<file path="config.mk">
export PLATFORM = sky130hd
export DESIGN_NAME = uda_irq_ctrl
export DESIGN_NICKNAME = d
export VERILOG_FILES = /design/src/include/uda_pkg.sv /design/src/rtl/uda_irq_ctrl.sv
export SDC_FILE = /design/constraint.sdc
export NUM_CORES = 1
export LEC_CHECK = 0
export BUFFER_PORTS_ARGS = -buffer_cell sky130_fd_sc_hd__buf_2
export CAP_MARGIN = 20
export CORE_MARGIN = 1
export CORE_UTILIZATION = 46
export CTS_CLUSTER_DIAMETER = 120
export CTS_CLUSTER_SIZE = 28
export DETAILED_ROUTE_END_ITERATION = 12
export GPL_TIMING_DRIVEN = 0
export HOLD_SLACK_MARGIN = 0.02
export PLACE_DENSITY = 0.84
export SETUP_SLACK_MARGIN = 0.05
export SYNTH_ARGS = -nofsm -noshare
export SYNTH_HDL_FRONTEND = slang
export SYNTH_SLANG_ARGS = --single-unit
</file>
<file path="constraint.sdc">
create_clock -name clk -period 2.1 [get_ports clk]
set_input_delay 0.21 -clock clk [delete_from_list [all_inputs] [get_ports clk]]
set_output_delay 0.21 -clock clk [all_outputs]
set_load 0.02 [all_outputs]
</file>
<file path="src/include/uda_pkg.sv">
// constants and types for the device-mode address filter and interrupt flags
// assumes one 100 MHz clock domain shared with both device engines
`default_nettype none

package uda_pkg;

  // ==========================================================
  // register map
  localparam logic [15:0] OFS_IEN1 = 16'hC08C;
  localparam logic [15:0] OFS_ADDR1 = 16'hC08E;
  localparam logic [15:0] OFS_STAT1 = 16'hC090;
  localparam logic [15:0] OFS_IEN2 = 16'hC0AC;
  localparam logic [15:0] OFS_ADDR2 = 16'hC0AE;
  localparam logic [15:0] OFS_STAT2 = 16'hC0B0;

  // ==========================================================
  // implemented bits per engine
  localparam logic [15:0] IEN_MASK1 = 16'hCBFF;
  localparam logic [15:0] IEN_MASK2 = 16'h0BFF;
  localparam logic [15:0] STAT_MASK1 = 16'hC3FF;
  localparam logic [15:0] STAT_MASK2 = 16'h03FF;

  // ==========================================================
  // field positions
  localparam int BIT_VBUS = 15;
  localparam int BIT_ID = 14;
  localparam int BIT_SOF_TMO = 11;
  localparam int BIT_SOF = 9;
  localparam int BIT_BUSRST = 8;
  localparam int ADDR_W = 7;

  // ==========================================================
  // reset values and counts
  localparam logic [15:0] IEN_RESET = 16'h0000;
  localparam logic [15:0] STAT_RESET = 16'h0000;
  localparam logic [6:0] ADDR_RESET = 7'h00;
  localparam logic [15:0] RDATA_RESET = 16'h0000;
  localparam logic [1:0] SYNC_FILL = 2'h3;

  // ==========================================================
  // types
  typedef enum logic [1:0] {
    UDA_K_NONE = 2'h0,
    UDA_K_IEN = 2'h1,
    UDA_K_ADDR = 2'h2,
    UDA_K_STAT = 2'h3
  } uda_kind_e;

  typedef enum logic [2:0] {
    UDA_X_ACK_TX = 3'h0,
    UDA_X_ACK_RX = 3'h1,
    UDA_X_STALL_TX = 3'h2,
    UDA_X_TIMEOUT = 3'h3,
    UDA_X_IN_ERR = 3'h4,
    UDA_X_OUT_ERR = 3'h5,
    UDA_X_NAK_TX = 3'h6,
    UDA_X_NONE = 3'h7
  } uda_xact_e;

endpackage

`default_nettype wire

</file>
<file path="src/rtl/uda_irq_ctrl.sv">
// address filter, interrupt enables and sticky flags for two device engines
// assumes engine events arrive as one-cycle pulses on clk; vbus/id come from pins
`default_nettype none

module uda_irq_ctrl (
  input wire logic clk,
  input wire logic reset,
  input wire logic cpu_wr,
  input wire logic cpu_rd,
  input wire logic [15:0] cpu_addr,
  input wire logic [15:0] cpu_wdata,
  output logic [15:0] cpu_rdata,
  input wire logic php_wr,
  input wire logic php_rd,
  input wire logic [15:0] php_addr,
  input wire logic [15:0] php_wdata,
  output logic [15:0] php_rdata,
  input wire logic [1:0] token_valid,
  input wire logic [1:0][6:0] token_addr,
  output logic [1:0] addr_match,
  input wire logic [1:0] xact_done,
  input wire logic [1:0][2:0] xact_ep,
  input wire uda_pkg::uda_xact_e [1:0] xact_code,
  input wire logic [1:0][7:0] nak_irq_en,
  input wire logic [1:0] usb_reset_det,
  input wire logic [1:0] sof_eop_rx,
  input wire logic vbus_above_pin,
  input wire logic otg_id_pin,
  output logic [1:0] irq
);
  import uda_pkg::*;

  // ==========================================================
  // helpers
  function automatic uda_kind_e reg_kind(input logic [15:0] a, input logic e);
    uda_kind_e k;
    k = UDA_K_NONE;
    if (a == (e ? OFS_IEN2 : OFS_IEN1)) begin
      k = UDA_K_IEN;
    end else if (a == (e ? OFS_ADDR2 : OFS_ADDR1)) begin
      k = UDA_K_ADDR;
    end else if (a == (e ? OFS_STAT2 : OFS_STAT1)) begin
      k = UDA_K_STAT;
    end
    return k;
  endfunction

  function automatic logic [15:0] ien_mask(input logic e);
    return e ? IEN_MASK2 : IEN_MASK1;
  endfunction

  function automatic logic [15:0] stat_mask(input logic e);
    return e ? STAT_MASK2 : STAT_MASK1;
  endfunction

  function automatic logic xact_counts(input uda_xact_e c, input logic nak_en);
    logic r;
    r = 1'b0;
    case (c)
      UDA_X_ACK_TX, UDA_X_ACK_RX, UDA_X_STALL_TX,
      UDA_X_TIMEOUT, UDA_X_IN_ERR, UDA_X_OUT_ERR: r = 1'b1;
      UDA_X_NAK_TX: r = nak_en;
      default: r = 1'b0;
    endcase
    return r;
  endfunction

  // address register is write-only, so it reads back as zero
  function automatic logic [15:0] read_word(input logic [15:0] a,
                                            input logic [1:0][15:0] ien,
                                            input logic [1:0][15:0] stat);
    logic [15:0] d;
    d = 16'h0000;
    for (int e = 0; e < 2; e++) begin
      case (reg_kind(a, e[0]))
        UDA_K_IEN: d = ien[e];
        UDA_K_STAT: d = stat[e];
        default: d = d;
      endcase
    end
    return d;
  endfunction

  // ==========================================================
  // state
  logic [1:0][15:0] ien_r;
  logic [1:0][15:0] ien_nxt;
  logic [1:0][15:0] flags_r;
  logic [1:0][15:0] flags_nxt;
  logic [1:0][6:0] addr_r;
  logic [1:0][6:0] addr_nxt;
  logic [1:0][15:0] set_vec;
  logic [1:0][15:0] clr_vec;
  logic [1:0] tok_match_r;
  logic [1:0] irq_r;
  logic [15:0] cpu_rdata_r;
  logic [15:0] php_rdata_r;
  logic vbus_s1_r;
  logic vbus_s2_r;
  logic vbus_d_r;
  logic id_s1_r;
  logic id_s2_r;
  logic id_d_r;
  logic [1:0] fill_r;
  logic vbus_edge;
  logic id_edge;

  // ==========================================================
  // pin synchronisers
  always_ff @(posedge clk) begin
    if (reset) begin
      vbus_s1_r <= 1'b0;
      vbus_s2_r <= 1'b0;
      vbus_d_r <= 1'b0;
      id_s1_r <= 1'b0;
      id_s2_r <= 1'b0;
      id_d_r <= 1'b0;
    end else begin
      vbus_s1_r <= vbus_above_pin;
      vbus_s2_r <= vbus_s1_r;
      vbus_d_r <= vbus_s2_r;
      id_s1_r <= otg_id_pin;
      id_s2_r <= id_s1_r;
      id_d_r <= id_s2_r;
    end
  end

  // edges are ignored until the chain has refilled, else reset release fakes one
  always_ff @(posedge clk) begin
    if (reset) begin
      fill_r <= 2'h0;
    end else if (fill_r != SYNC_FILL) begin
      fill_r <= fill_r + 2'h1;
    end
  end

  assign vbus_edge = (fill_r == SYNC_FILL) && (vbus_s2_r ^ vbus_d_r);
  assign id_edge = (fill_r == SYNC_FILL) && (id_s2_r ^ id_d_r);

  // ==========================================================
  // address filter
  always_comb begin
    for (int e = 0; e < 2; e++) begin
      addr_match[e] = token_valid[e] && (token_addr[e] == addr_r[e]);
    end
  end

  // the last token decides whether the following handshake belongs to us
  always_ff @(posedge clk) begin
    if (reset) begin
      tok_match_r <= 2'h0;
    end else begin
      for (int e = 0; e < 2; e++) begin
        if (token_valid[e]) begin
          tok_match_r[e] <= addr_match[e];
        end
      end
    end
  end

  // ==========================================================
  // next values for registers
  always_comb begin
    for (int e = 0; e < 2; e++) begin
      set_vec[e] = 16'h0000;
      if (xact_done[e] && tok_match_r[e] &&
          xact_counts(xact_code[e], nak_irq_en[e][xact_ep[e]])) begin
        set_vec[e][xact_ep[e]] = 1'b1;
      end
      set_vec[e][BIT_BUSRST] = usb_reset_det[e];
      set_vec[e][BIT_SOF] = sof_eop_rx[e];
      if (e == 0) begin
        set_vec[e][BIT_VBUS] = vbus_edge;
        set_vec[e][BIT_ID] = id_edge;
      end
      clr_vec[e] = 16'h0000;
      if (cpu_wr && reg_kind(cpu_addr, e[0]) == UDA_K_STAT) begin
        clr_vec[e] = clr_vec[e] | cpu_wdata;
      end
      if (php_wr && reg_kind(php_addr, e[0]) == UDA_K_STAT) begin
        clr_vec[e] = clr_vec[e] | php_wdata;
      end
      // set is applied after clear so a same-cycle event survives
      flags_nxt[e] = ((flags_r[e] & ~clr_vec[e]) | set_vec[e]) & stat_mask(e[0]);
      ien_nxt[e] = ien_r[e];
      addr_nxt[e] = addr_r[e];
      if (cpu_wr && reg_kind(cpu_addr, e[0]) == UDA_K_IEN) begin
        ien_nxt[e] = cpu_wdata & ien_mask(e[0]);
      end
      if (php_wr && reg_kind(php_addr, e[0]) == UDA_K_IEN) begin
        ien_nxt[e] = php_wdata & ien_mask(e[0]);
      end
      if (cpu_wr && reg_kind(cpu_addr, e[0]) == UDA_K_ADDR) begin
        addr_nxt[e] = cpu_wdata[ADDR_W-1:0];
      end
      if (php_wr && reg_kind(php_addr, e[0]) == UDA_K_ADDR) begin
        addr_nxt[e] = php_wdata[ADDR_W-1:0];
      end
    end
  end

  // ==========================================================
  // register file, one instance per engine
  always_ff @(posedge clk) begin
    if (reset) begin
      flags_r <= {STAT_RESET, STAT_RESET};
    end else begin
      flags_r <= flags_nxt;
    end
  end

  always_ff @(posedge clk) begin
    if (reset) begin
      ien_r <= {IEN_RESET, IEN_RESET};
    end else begin
      ien_r <= ien_nxt;
    end
  end

  always_ff @(posedge clk) begin
    if (reset) begin
      addr_r <= {ADDR_RESET, ADDR_RESET};
    end else begin
      addr_r <= addr_nxt;
    end
  end

  // registered so irq changes in the same cycle as the flags it reflects
  always_ff @(posedge clk) begin
    if (reset) begin
      irq_r <= 2'h0;
    end else begin
      for (int e = 0; e < 2; e++) begin
        irq_r[e] <= |(flags_nxt[e] & ien_nxt[e]);
      end
    end
  end

  assign irq = irq_r;

  // ==========================================================
  // read ports, one cycle latency, last value held
  always_ff @(posedge clk) begin
    if (reset) begin
      cpu_rdata_r <= RDATA_RESET;
    end else if (cpu_rd) begin
      cpu_rdata_r <= read_word(cpu_addr, ien_r, flags_r);
    end
  end

  always_ff @(posedge clk) begin
    if (reset) begin
      php_rdata_r <= RDATA_RESET;
    end else if (php_rd) begin
      php_rdata_r <= read_word(php_addr, ien_r, flags_r);
    end
  end

  assign cpu_rdata = cpu_rdata_r;
  assign php_rdata = php_rdata_r;
endmodule

`default_nettype wire

</file>
### After elaboration in Yosys (flattened, before gate mapping)

Cells that the tools add are included.

* $add $sub $neg: 1
* $lt $le $gt $ge: 6
* equal/unequal tests: 48
* muxes and demuxes: 48
* bitwise operators: 12
* reductions and logical operators: 30

Operators by type and width (count)
* 16-bit equality test, second input constant: 12
* 16-bit one-hot mux with 2 select lines: 4
* 16-bit two-way mux: 6
* 2-bit two-way mux: 20
* 16-bit AND: 2
* 16-bit OR: 2
* 16-bit OR reduction: 2
* 7-bit two-way mux: 4
* 2-bit equality test, second input constant: 13
* 1-bit logical AND: 22
* 10-bit two-way mux: 2
* 10-bit OR: 2
* 3-bit equality test, second input constant: 6
* 10-bit by 16-bit AND with 16-bit output: 1
* 2-bit by 1-bit equality test with 1-bit output, second input constant: 8
* 8-bit two-way mux: 2
* 16-bit inverter: 1
* 7-bit equality test: 2
* 3-bit by 2-bit equality test with 1-bit output, second input constant: 4
* 6-bit OR reduction: 2
* 10-bit AND: 1
* 3-bit by 5-bit < comparator with 1-bit output, second input constant: 2
* 10-bit inverter: 1
* 3-bit by 4-bit < comparator with 1-bit output, second input constant: 2
* other kinds (11): 22

* register bits: 116
* output and inout bits: 36

### Depth between registers and ports, before layout

Gate-level depths: netlist of the first run.

* depth in word-level cells: 14
* mapped depth: 11
* gate-level depth less buffers: 8

### Least setup slack after synthesis of the first run

OpenSTA, ideal clock, no wires.

* kind: in2reg
* start: input port cpu_addr[0]
* end: register irq_r[1] (netlist: irq[1])
* arrival time: 1993 ps
* required time: 1965 ps
* slack: -27 ps
* stages: 10
* cells stage by stage: nor4bb_2 -> and4_1 -> buf_6 -> and3_4 -> buf_6 -> mux2_1 -> mux2i_1 -> o22ai_1 -> nor3_1 -> a31oi_1

* word-level cells in the longest chain between the ends: 14
* elaborated cells on any way between the ends: 20
* classes of those cells: eq/ne (5); mux (7); bitwise (5); reduce/logical (3)

RTL lines
* start, declared: line uda_irq_ctrl.sv:10 `input wire logic [15:0] cpu_addr,`
* 16-bit equality test: line uda_irq_ctrl.sv:42 `end else if (a == (e ? OFS_STAT2 : OFS_STAT1)) begin`
* 2-bit two-way mux: line uda_irq_ctrl.sv:42
* 2-bit two-way mux: line uda_irq_ctrl.sv:40 `end else if (a == (e ? OFS_ADDR2 : OFS_ADDR1)) begin`
* 2-bit two-way mux (*): line uda_irq_ctrl.sv:38 `if (a == (e ? OFS_IEN2 : OFS_IEN1)) begin`
* 2-bit equality test: line uda_irq_ctrl.sv:177 `if (cpu_wr && reg_kind(cpu_addr, e[0]) == UDA_K_STAT) begin`
* 1-bit logical AND: line uda_irq_ctrl.sv:177
* 10-bit two-way mux: line uda_irq_ctrl.sv:177
* 10-bit OR: line uda_irq_ctrl.sv:181 `clr_vec[e] = clr_vec[e] | php_wdata;`
* 10-bit two-way mux: line uda_irq_ctrl.sv:180 `if (php_wr && reg_kind(php_addr, e[0]) == UDA_K_STAT) begin`
* 10-bit inverter: line uda_irq_ctrl.sv:184 `flags_nxt[e] = ((flags_r[e] & ~clr_vec[e]) | set_vec[e]) & stat_mask(e[0]);`
* 10-bit AND: line uda_irq_ctrl.sv:184
* 10-bit OR: line uda_irq_ctrl.sv:184
* 10-bit by 16-bit AND with 16-bit output (*): line uda_irq_ctrl.sv:234 `irq_r[e] <= |(flags_nxt[e] & ien_nxt[e]);`
* 16-bit OR reduction (*): line uda_irq_ctrl.sv:234
* end signal, assigned by index: line uda_irq_ctrl.sv:234
* end, declared: line uda_irq_ctrl.sv:95 `logic [1:0] irq_r;`

Mark *: on every way between the ends. The rest lies on a longest branch, timed or not.
A chain may end at the register's enable or synchronous reset.

### Final worst setup path of the first run

* start: input port cpu_addr[8]
* end: register irq_r[1] (netlist: irq[1])

The elaborated chain is that of the path after synthesis.

==> results summary, run 1 <==
The number of filler instances in the final layout is 972. In this run the worst hold path is classified as in -> reg. The depth of the most critical reg-to-reg path came out at 7. The sequential power share is 43.7%. Entering global routing, the biggest net connects 18 pins. The count of maximum capacitance violations came out at 0. The critical path's largest stage delay is 0.32 ns. The die width is 111 um. The reg-to-reg endpoint is irq[0]$_SDFF_PP0_.

In this run the number of cells on the critical path is 11. The register area is 1960 um2. The filler-free cell count of the finished design came out at 949.

The proportion of layout cells with a drive suffix above 1 is 30.9%. Setup violations remaining at the end of the flow were counted as 0. The run finished with clean final reports. Tracing the worst setup path back leads to its startpoint at cpu_addr[8]. For this run, the total global-route usage over all layers was measured as 29.9%.

Power spread over the standard cell area amounts to 618 nW/um2. The worst voltage drop across the vdd grid is 0.373 mV. The final routed DRC violation total came out at 0.

In the synthesized netlist the dominant register cell turns out to be sky130_fd_sc_hd__dfxtp_1. The worst setup path is launched from an input pin. The placeable core area came out at 11500 um2.

The endpoint required time on the critical path came out at 2.30 ns. The CTS buffer count came out at 9. The area added between synthesis and finish came out at 30.6%. The number of flops mapped to enable cells by yosys is 0. The hold violation count in the final report is 0. Overall power consumption after layout is estimated at 4.37 mW.

Once placement finished, the instance area stood at 6340 um2. The sink count of the clock tree is 98. After detailed placement, the design holds a cell count of 915. For this design the static power due to leakage is 2.85 nW. For this run, the number of Yosys warnings is 0. The number of vias per cell after detailed routing came out at 6.19. The number of vias in the routed layout came out at 5873.

The slowest cell on the critical path is sky130_fd_sc_hd__nor4_4. The combinational power share is 11.4%. The largest driver fanout on the critical path came out at 8. The wire length of the first global-routing pass is 28.5 mm. The post-synthesis average cell area came out at 8.64 um2. The number of search-and-repair iterations in the first detailed-routing pass came out at 5. The tree is rooted in a sky130_fd_sc_hd__clkbuf_16.

The signal on the critical path passes through buf_6, nor4_4, and4_1, buf_6, and3_4, buf_12, mux2_4, mux2i_4, o22ai_2, nor3_2, a31oi_1. On the critical path the largest part of the delay comes from simple AND/OR/NAND/NOR gates. The clock latency at the later pin of the worst-skew pair came out at 0.36 ns. The die covers 12200 um2. The endpoint arrival time on the critical path came out at 2.22 ns. The final number of max-transition violations is 0. The share of power burned in the clock network is 44.9%. The clock period minus final worst setup slack is 2.01 ns. The sum of negative setup slack came out at 0 ns.

The number of nets with antenna violations after detailed routing is 0. The number of different library cells used by synthesis comes to 63. The placed wire-length estimate came out at 13.2 mm. The number of global-route vias before repair came to 5475. The clock slew at the register clock pins of the worst setup and hold paths came out at 0.07 ns.

The number of antenna violations at the first check in global routing came out at 0. The TritonCTS clock tree is done. The clock passes through at most 2 buffers. The maximum operating frequency is 497 MHz. The worst register-to-register path begins at tok_match_r[0]$_SDFFE_PP0P_. The maximum level of the CTS H-tree came out at 3.

The post-synthesis cell area came out at 5420 um2. The initial utilization of the core area, before any placement, comes to 47.3%. The category of the worst setup path capture point is a flop. The sequential area share after synthesis is 36.2%.

Routability-driven placement finished with a final weighted congestion of 0.924. The count of antenna diodes in the layout came out at 0. The post-layout net count came out at 924. The worst reg-to-reg setup slack is 0.26 ns. The transition at the pin with the smallest max-transition slack is 0.806 ns. The final worst-path cycle share came out at 95.8%. In this design, the critical path's most frequently occurring cell is sky130_fd_sc_hd__buf_6.

The internal power contribution is 3.27 mW. The net load switching power came out at 1.11 mW. In the final layout, the multi-input gates occupy 3380 um2. The detailed-route wire length is 18.6 mm. The number of I/O port buffers came out at 140. The maximum clock skew at final layout is 0.00860 ns. The wire length per cell after detailed routing is 19.6 um.

The sum of buffers and inverters on the critical path is 3. The register bit count reported by yosys came out at 98. The site row count came out at 39. The die extent in y came out at 111 um. Of the total power, the share spent switching nets is 25.3%. The critical path in this run is classified as in -> reg. The async set or reset register ratio after synthesis came out at 0%. Synthesis handed over a netlist of 627 instances.

After routing the design area is 7080 um2. The detailed router's first-iteration violation count is 662. Pin placement for this block handled 158 I/O pins. The total overflow left after global routing is 0.

Setup repair after global routing could not meet its margin everywhere. Following the worst setup path forward leads to its endpoint at irq[1]$_SDFF_PP0_. Headroom to the max-slew limit came out at 46.0%.
[cell usage in the layout (no fill, tap or decap), drive strengths merged, types with 4 or more instances in the layout]
master,instances
mux2i,51
dfxtp,98
nor2,93
inv,12
clkbuf,39
conb,6
buf,180
a22oi,49
o22ai,4
nand4,5
a32oi,4
and2,5
nand3,13
nor2b,23
mux2,10
a31oi,4
nor3,9
nand2,23
o21ai,12
a221oi,20
xnor2,14
a21oi,47
a211oi,29
and4,5
[power groups by stage]
stage	Sequential (mW)	Combinational (mW)	Clock, mW
final	1.91	0.499	1.96
after CTS	1.91	0.475	1.95
after floorplan	1.97	0.211	0
after global routing	1.92	0.534	2.02
after detailed placement	1.96	0.469	0
after global placement	1.95	0.460	0
[repair_timing]
action | 4_1_cts | 5_1_grt
setup buffers | 11 | 10
gates resized for setup | 12 | 52
setup endpoints to repair | 6 | 24
pin swaps | 6 | 15
hold buffers | 0 | 0
cloned | 0 | 0
[worst register-to-register path, delay by kind of cell, from the launching register on]
kind,cells,cell delay (ns)
AOI/OAI and AO/OA,5,0.88
DFF,1,0.44
and+or+nand+nor,2,0.44
[layer usage]
metal | routed length, um | track usage [%]
met5 | 0 | 0
met4 | 862 | 16.1
met3 | 1970 | 5.93
met2 | 8590 | 48.5
met1 | 7210 | 37.2
[worst min path at each step]
stage	to	start	cells after the start
after floorplan	flags_r[24]$_SDFF_PP0_	usb_reset_det[1]	2
after global placement	vbus_s2_r$_SDFF_PP0_	vbus_s1_r$_SDFF_PP0_	1
after detailed placement	vbus_s2_r$_SDFF_PP0_	vbus_s1_r$_SDFF_PP0_	1
after CTS	id_s1_r$_SDFF_PP0_	otg_id_pin	2
after global routing	id_s1_r$_SDFF_PP0_	otg_id_pin	2
final	id_s1_r$_SDFF_PP0_	otg_id_pin	2
[Yosys cell counts, types with 10 or more instances]
master,count,share of area (%)
sky130_fd_sc_hd__a21oi_1,47,4.3
sky130_fd_sc_hd__inv_1,10,0.69
sky130_fd_sc_hd__xnor2_1,14,2.3
sky130_fd_sc_hd__nor2_1,93,6.4
sky130_fd_sc_hd__o21ai_0,11,1.0
sky130_fd_sc_hd__a211oi_1,29,4.0
sky130_fd_sc_hd__nand3_1,13,1.2
sky130_fd_sc_hd__clkbuf_1,30,2.1
sky130_fd_sc_hd__a221oi_1,20,3.2
sky130_fd_sc_hd__mux2i_1,51,9.4
sky130_fd_sc_hd__nor2b_1,23,2.7
sky130_fd_sc_hd__nand2_1,23,1.6
sky130_fd_sc_hd__a22oi_1,49,6.8
sky130_fd_sc_hd__dfxtp_1,98,36
[per-stage QoR]
step / hold WS, ns / util (%) / setup WS [ns]
2_1_floorplan: 0.338 / - / 0.0257
3_3_place_gp: 0.417 / 55.3 / -0.418
3_5_place_dp: 0.422 / 55.3 / -0.448
4_1_cts: 0.0580 / 59.5 / 0.0532
5_1_grt: 0.0783 / 61.7 / -0.0102
6_report: 0.0529 / 61.7 / 0.0878
[cell type report]
| cell class | instances | area share, % |
|---|---|---|
| Multi-Input combinational cell | 472 | 47.7 |
| Sequential cell | 98 | 27.7 |
| Timing Repair Buffer | 160 | 12.6 |
| Buffer | 50 | 4.01 |
| Clock buffer | 9 | 3.18 |
| Tap cell | 143 | 2.53 |
| Clock inverter | 7 | 1.75 |
| Inverter | 10 | 0.530 |
[state kept, by name, summed over array words and instances (netlist names), 2 cells and up]
signal       cells
ien_r           24
flags_r         22
addr_r          14
cpu_rdata       13
php_rdata       13
fill_r           2
irq              2
tok_match_r      2
[kinds of logic after synthesis]
logic type,synth area share [%]
multiplexers,12.3
other,0.0692
buffers and inverters,5.77
AO/OA/AOI/OAI,24.1
adder cells (fa/ha/maj),0.231
AND/OR/NAND/NOR,18.6
XOR/XNOR,2.75
flip-flops,36.2
(Power assumes the default switching activity.)
==> run 2, diff against run 1 <==
--- a/config.mk
+++ b/config.mk
@@ -7,14 +7,16 @@
 export LEC_CHECK = 0
 export BUFFER_PORTS_ARGS = -buffer_cell sky130_fd_sc_hd__buf_2
 export CAP_MARGIN = 20
+export CELL_PAD_IN_SITES_DETAIL_PLACEMENT = 1
+export CELL_PAD_IN_SITES_GLOBAL_PLACEMENT = 1
 export CORE_MARGIN = 1
-export CORE_UTILIZATION = 46
+export CORE_UTILIZATION = 35
 export CTS_CLUSTER_DIAMETER = 120
 export CTS_CLUSTER_SIZE = 28
 export DETAILED_ROUTE_END_ITERATION = 12
 export GPL_TIMING_DRIVEN = 0
 export HOLD_SLACK_MARGIN = 0.02
-export PLACE_DENSITY = 0.84
+export PLACE_DENSITY = 0.86
 export SETUP_SLACK_MARGIN = 0.05
 export SYNTH_ARGS = -nofsm -noshare
 export SYNTH_HDL_FRONTEND = slang
==> results summary, run 2 (same netlist as run 1, synthesis figures left out) <==
The hold violation count in the final report came out at 0 (unchanged). The sink count of the clock tree is 98 (unchanged). The placeable core area was 15100 um2 (+32%). The filler-free cell count of the finished design came to 1001 (+5.5%). The site row count is 45 (+15%).

The placed wire-length estimate is 15.5 mm (+17%). The number of antenna violations at the first check in global routing came out at 0 (unchanged). The area of the multi-input gates is 3360 um2 (-0.44%). The maximum number of pins on one net before global-route repair is 16 (-2).

The final number of max-transition violations is 0 (unchanged). The count of maximum capacitance violations is 0 (unchanged). The beginning of the worst register-to-register path is tok_match_r[0]$_SDFFE_PP0P_. The category of the worst setup path capture point is a flop. The final routed DRC violation total is 0 (unchanged).

The number of top-level pins was 158 (unchanged). The critical path's largest stage delay is 0.49 ns (+0.17 ns). The clock period minus final worst setup slack is 2.13 ns (+0.122 ns). From synthesis to final layout, the design area changed by 31.5%. The count of antenna diodes in the layout is 0 (unchanged). The number of vias in the routed layout is 5940 (+1.1%). The startpoint identified for the worst hold timing path is otg_id_pin. The signal on the critical path passes through clkbuf_1, nor2b_1, and2_4, buf_12, buf_4, mux2i_1, a21oi_1, a21oi_1, a41oi_2. The number of search-and-repair iterations in the first detailed-routing pass came out at 5 (unchanged). Leaving out fill and tap cells, the most frequent cell in the layout is sky130_fd_sc_hd__buf_2.

The CTS buffer count is 9 (unchanged). The wire length of the first global-routing pass is 32.1 mm (+13%). The critical path starts at cpu_addr[5]. The worst voltage drop across the vdd grid is 0.384 mV (+2.9%). The category of the worst setup path launch point is an input pin. The maximum operating frequency came out at 469 MHz (-5.7%). The maximum clock skew at final layout is 0.00635 ns (-0.00225 ns).

The number of filler instances in the final layout is 1832 (+88%). The endpoint arrival time on the critical path was 2.33 ns (+0.11 ns). Leaving out fill and tap cells, the most frequent cells in the layout are 138 x sky130_fd_sc_hd__buf_2, 98 x sky130_fd_sc_hd__dfxtp_1, 91 x sky130_fd_sc_hd__nor2_1. The number of nets with antenna violations after detailed routing came out at 0 (unchanged). For this design, the slowest cell found on the critical path is sky130_fd_sc_hd__nor2b_1.

The detailed router's first-iteration violation count is 537 (-19%). The detailed-route wire length is 21.8 mm (+17%). The critical path is of the in -> reg type. The transition at the pin with the smallest max-transition slack came out at 0.856 ns (+0.0494 ns). Setup repair after global routing could not meet its margin everywhere. The worst-case headroom to the max-slew limit is 42.7% (-3.3 points).

The final worst slack came out at -0.0340 ns (-0.122 ns). The total die area is 16000 um2 (+31%). The total power divided by cell area is 561 nW/um2 (-9.2%). The number of flip-flops in the largest register is 24 (unchanged).

The wire length per cell after detailed routing was 21.8 um (+11%). The checks that failed: setup timing. The total congestion overflow after global routing is 0 (unchanged).

The largest driver fanout on the critical path was 10 (+2). The overall fraction of global-route tracks in use is 26.3% (-3.6 points). The die extent in y came out at 126 um (+14%). Broken down by cell family, the worst path's largest delay share belongs to simple AND/OR/NAND/NOR gates. The core occupancy in the finished layout came out at 47.0% (-15 points). The number of vias per cell after detailed routing came to 5.93 (-4.1%). The post-layout net count is 932 (+0.87%). The number of failing setup endpoints in the final timing report came out at 1 (+1). The number of hold-repair buffers added at the cts stage came to 0 (unchanged). The clock latency at the later pin of the worst-skew pair is 0.36 ns (about the same). The clock slew at the register clock pins of the worst setup and hold paths is 0.07 ns (about the same). The number of global-route vias before repair came out at 5846 (+6.8%). The endpoint required time on the critical path is 2.30 ns (about the same). The worst hold path belongs to the class in -> reg. The register with the most flip-flops in the final layout is ien_r.

The die width is 126 um (+14%). The proportion of layout cells with a drive suffix above 1 came out at 31.6% (+0.72 points). The final estimated routing congestion in global placement came to 0.919 (-0.50%).

The sum of buffers and inverters on the critical path came to 3 (unchanged). In the final layout, the registers with the most flip-flops are ien_r: 24 flops, flags_r: 22 flops, addr_r: 14 flops. The worst reg-to-reg setup slack came out at 0.17 ns (-0.09 ns). The number of I/O port buffers came out at 140 (unchanged). The run finished, with violations left. The leakage component of the power is 2.84 nW (about the same). The effective utilization at floorplan is 35.8% (-11 points). The largest buffer count on any clock path is 2 (unchanged).

The register area came to 1960 um2 (unchanged). The maximum level of the CTS H-tree came out at 3 (unchanged). In this run the clock root is driven by a sky130_fd_sc_hd__clkbuf_16.

TritonCTS built the clock tree. The total instance count after detailed placement came to 960 (+4.9%). The final worst-path cycle share was 102% (+5.8 points). The cell repeated most along the worst path is sky130_fd_sc_hd__a21oi_1.
[run 2: what timing repair did]
action	CTS	global route
endpoints found under the setup margin	11	23
setup buffers	19	9
resized for setup	20	45
pin swaps	8	13
[run 2: layout make-up]
cell class | instances | share of cell area [%]
buffer | 51 | 4.16
timing repair buffer | 167 | 13.5
multi-input combinational | 472 | 47.2
inverter | 10 | 0.527
sequential | 98 | 27.5
tap | 188 | 3.30
clock buffer | 11 | 3.41
clock inverter | 4 | 0.386
[run 2: worst paths after layout]
check | depth (start not counted) | to
worst max-delay path | 9 | irq[0]$_SDFF_PP0_
worst max register to register | 8 | irq[0]$_SDFF_PP0_
worst min-delay path | 2 | id_s1_r$_SDFF_PP0_
worst min register to register | 1 | id_s2_r$_SDFF_PP0_
[run 2: metal layers]
layer,GRT usage [%],vias to the layer above,wire (um)
li1,-,2675,-
met1,32.8,2880,8960
met5,0,-,0
met4,13.6,0,823
met2,43.3,323,10400
met3,4.85,62,1640
[run 2: where the power goes]
group,internal [mW],leakage [nW],switching (mW)
Clock,0.833,0.136,0.740
Combinational,0.199,1.91,0.312
Sequential,1.89,0.794,0.0202
Total,2.92,2.84,1.07
[run 2: metrics by stage]
stage               TNS (ns)  setup WS (ns)  power, mW  hold slack, ns  cell area [um2]
floorplan                  0         0.0257       2.18           0.338             5460
global route          -0.263         -0.155       4.13          0.0811             7130
detailed placement     -8.53         -0.550       2.44           0.428             6400
finish               -0.0340        -0.0340       4.00          0.0612             7130
global placement       -5.67         -0.493       2.43           0.417             6400
CTS                        0         0.0343       3.99          0.0603             6890
==> run 3, diff against run 2 <==
--- a/config.mk
+++ b/config.mk
@@ -10,13 +10,13 @@
 export CELL_PAD_IN_SITES_DETAIL_PLACEMENT = 1
 export CELL_PAD_IN_SITES_GLOBAL_PLACEMENT = 1
 export CORE_MARGIN = 1
-export CORE_UTILIZATION = 35
+export CORE_UTILIZATION = 41
 export CTS_CLUSTER_DIAMETER = 120
 export CTS_CLUSTER_SIZE = 28
 export DETAILED_ROUTE_END_ITERATION = 12
 export GPL_TIMING_DRIVEN = 0
 export HOLD_SLACK_MARGIN = 0.02
-export PLACE_DENSITY = 0.86
+export PLACE_DENSITY = 0.94
 export SETUP_SLACK_MARGIN = 0.05
 export SYNTH_ARGS = -nofsm -noshare
 export SYNTH_HDL_FRONTEND = slang
==> constraint.sdc (replaced) <==
create_clock -name clk -period 2.6 [get_ports clk]
set_input_delay 0.26 -clock clk [delete_from_list [all_inputs] [get_ports clk]]
set_output_delay 0.26 -clock clk [all_outputs]
set_load 0.02 [all_outputs]
==> results summary, run 3 (same netlist as run 1, synthesis figures left out) <==
Derived from the worst setup path, the maximum achievable clock frequency is 403 MHz. The number of search-and-repair iterations in the first detailed-routing pass is 6 (+1). The wire length per cell after detailed routing was 22.5 um (+3.6%). The site row count came out at 41 (-8.9%). The flow ran to the end, and the final reports show no timing, DRC or antenna violations. The number of antenna violations at the first check in global routing came out at 1 (+1). The register area came out at 1960 um2 (unchanged). The clock latency at the later pin of the worst-skew pair was 0.35 ns (about the same).

The TritonCTS clock tree is done. The startpoint of the most critical setup path is php_addr[13]. The leakage component of the power is 2.70 nW (-4.9%). The final estimated routing congestion in global placement is 0.922 (+0.30%). The met1 layer usage reported by global route came to 36.2% (+3.4 points).

The overall fraction of global-route tracks in use is 32.1% (+5.8 points). The maximum clock skew at final layout came to 0.0104 ns (+0.00406 ns). In the final layout, the registers with the most flip-flops are ien_r: 24 flops, flags_r: 22 flops, addr_r: 14 flops.

In this run the critical register-to-register path is launched from tok_match_r[1]$_SDFFE_PP0P_. The placed wire-length estimate is 15.3 mm (-1.3%). The number of flip-flops in the largest register came out at 24 (unchanged).

The total congestion overflow after global routing is 0 (unchanged). The detailed-route wire length is 21.6 mm (-0.63%). The instance area after placement came out at 6350 um2 (-0.68%). Among all stages on the critical path, the largest delay is contributed by sky130_fd_sc_hd__nor4b_1. The CTS buffer count is 9 (unchanged). The number of filler instances in the final layout came out at 1600 (-13%). The transition at the pin with the smallest max-transition slack came out at 0.774 ns (-0.0820 ns). The final worst-path cycle share came out at 95.5%. Traced cell by cell, the critical path runs through buf_2, nor4b_1, and4_1, buf_2, nand3_1, buf_2, mux2i_1, o22ai_1, nor3_2, a31oi_1. CTS placed an instance of sky130_fd_sc_hd__clkbuf_16 at the clock tree root. In the layout the commonest cells are 145 x sky130_fd_sc_hd__buf_2, 98 x sky130_fd_sc_hd__dfxtp_1, 93 x sky130_fd_sc_hd__nor2_1. The placeable core area is 12800 um2 (-16%). The clock period minus final worst setup slack came out at 2.48 ns. The maximum number of pins on one net before global-route repair came out at 17 (+1). The area added between synthesis and finish is 23.8%. The count of antenna diodes in the layout came out at 0 (unchanged). In this run the most critical hold path is launched from vbus_above_pin.

The count of maximum capacitance violations came out at 0 (unchanged). The largest delay contributor family on the critical path is simple AND/OR/NAND/NOR gates. The most common cell after layout, fill and taps aside is sky130_fd_sc_hd__buf_2.

The final number of max-transition violations is 0 (unchanged). The tightest min-delay check is of the in -> reg type. The endpoint required time on the critical path is 2.78 ns (+0.48 ns). The sum of buffers and inverters on the critical path was 3 (unchanged). The number of setup buffers added after CTS came out at 0 (-19). met2 is the most crowded layer. The number of gates given a new drive strength after cts is 0 (-100%). The fraction of met2 tracks used by global routing came to 53.6% (+10 points). The worst reg-to-reg setup slack is 0.74 ns (+0.57 ns).

The worst voltage drop across the vdd grid came out at 0.330 mV (-14%). The worst-case headroom to the max-slew limit came to 48.1% (+5.5 points). The die width is 117 um (-7.5%). The largest driver fanout on the critical path is 10 (unchanged). The post-route worst hold slack was 0.123 ns (+0.0615 ns). The number of global-route vias before repair is 6091 (+4.2%). The post-layout net count was 906 (-2.8%). Counting stages on the worst path, the most repeated cell is sky130_fd_sc_hd__buf_2.

The final routed DRC violation total came out at 0 (unchanged). The sink count of the clock tree was 98 (unchanged). The number of nets with antenna violations after detailed routing was 0 (unchanged). The detailed router's first-iteration violation count came out at 478 (-11%).

The number of failing setup endpoints in the final timing report came out at 0 (-1). The post-route cell area came out at 6710 um2 (-5.9%). The number of I/O port buffers came out at 140 (unchanged). The effective utilization at floorplan is 42.4% (+6.6 points).

The die extent in y is 117 um (-7.5%). The register with the most flip-flops is ien_r. The power consumption is 3.50 mW (-12%). The filler-free cell count of the finished design came out at 960 (-4.1%). The total power divided by cell area came out at 522 nW/um2 (-6.8%). The area of the multi-input gates is 3170 um2 (-5.6%). The maximum level of the CTS H-tree came out at 3 (unchanged). The type of the worst setup path is in -> reg.

The number of vias per cell after detailed routing came out at 6.24 (+5.1%). The number of hold-repair buffers added at the cts stage is 0 (unchanged). The largest buffer count on any clock path came out at 2 (unchanged). The met3 usage in global routing is 8.24% (+3.4 points). The total instance count after detailed placement is 944 (-1.7%). The total die area came out at 13700 um2 (-14%). The proportion of layout cells with a drive suffix above 1 is 25.1% (-6.5 points). The clock slew at the register clock pins of the worst setup and hold paths came out at 0.06 ns (about the same). The worst setup path is captured at a flop. Setup repair after global routing left no endpoint under its margin. The number of vias in the routed layout came out at 5988 (+0.81%).

The number of top-level pins was 158 (unchanged). The wire length of the first global-routing pass was 32.5 mm (+1.4%). The endpoint arrival time on the critical path came to 2.66 ns (+0.33 ns). The critical path's largest stage delay came out at 0.48 ns (about the same). The worst setup path is launched from an input pin. The hold violation count in the final report is 0 (unchanged).
[run 3: cell types whose count changed in the layout (fill, tap and decap cells not counted), moves of 7 or more]
cell,delta
sky130_fd_sc_hd__mux2_4,-7
sky130_fd_sc_hd__clkbuf_2,-7
sky130_fd_sc_hd__buf_2,+7
sky130_fd_sc_hd__clkbuf_1,+7
sky130_fd_sc_hd__mux2i_1,+8
sky130_fd_sc_hd__buf_4,-24
[run 3: through the flow]
step                setup slack [ns]  setup TNS (ns)  utilization (%)
finish                         0.118               0             52.5
global route                  0.0359               0             52.5
CTS                            0.138               0             52.4
detailed placement            -0.167          -0.223             49.8
global placement             -0.0908         -0.0908             49.8
floorplan                      0.423               0                -
[run 3: where the power goes]
part	internal [mW]	switching, mW	leakage (nW)
clock network	0.945	0.612	0.159
registers	1.53	0.0177	0.794
logic	0.153	0.249	1.75
[run 3: layout make-up]
| class | count | area share [%] |
|---|---|---|
| Multi-Input combinational cell | 472 | 47.3 |
| Buffer | 52 | 4.10 |
| Tap cell | 172 | 3.21 |
| Sequential cell | 98 | 29.2 |
| Clock buffer | 10 | 3.41 |
| Clock inverter | 6 | 1.70 |
| Timing Repair Buffer | 140 | 10.4 |
| Inverter | 10 | 0.560 |
[run 3: per-layer routing]
metal	share of wire [%]	wire length, um
met1	37	7980
met2	47	10200
met3	10	2180
met4	6.1	1330
met5	0	0
[run 3: final timing paths]
path | end | depth (start not counted)
worst min register to register | vbus_s2_r$_SDFF_PP0_ | 1
worst max register to register | irq[1]$_SDFF_PP0_ | 5
worst min-delay path | vbus_s1_r$_SDFF_PP0_ | 2
worst max-delay path | irq[1]$_SDFF_PP0_ | 10
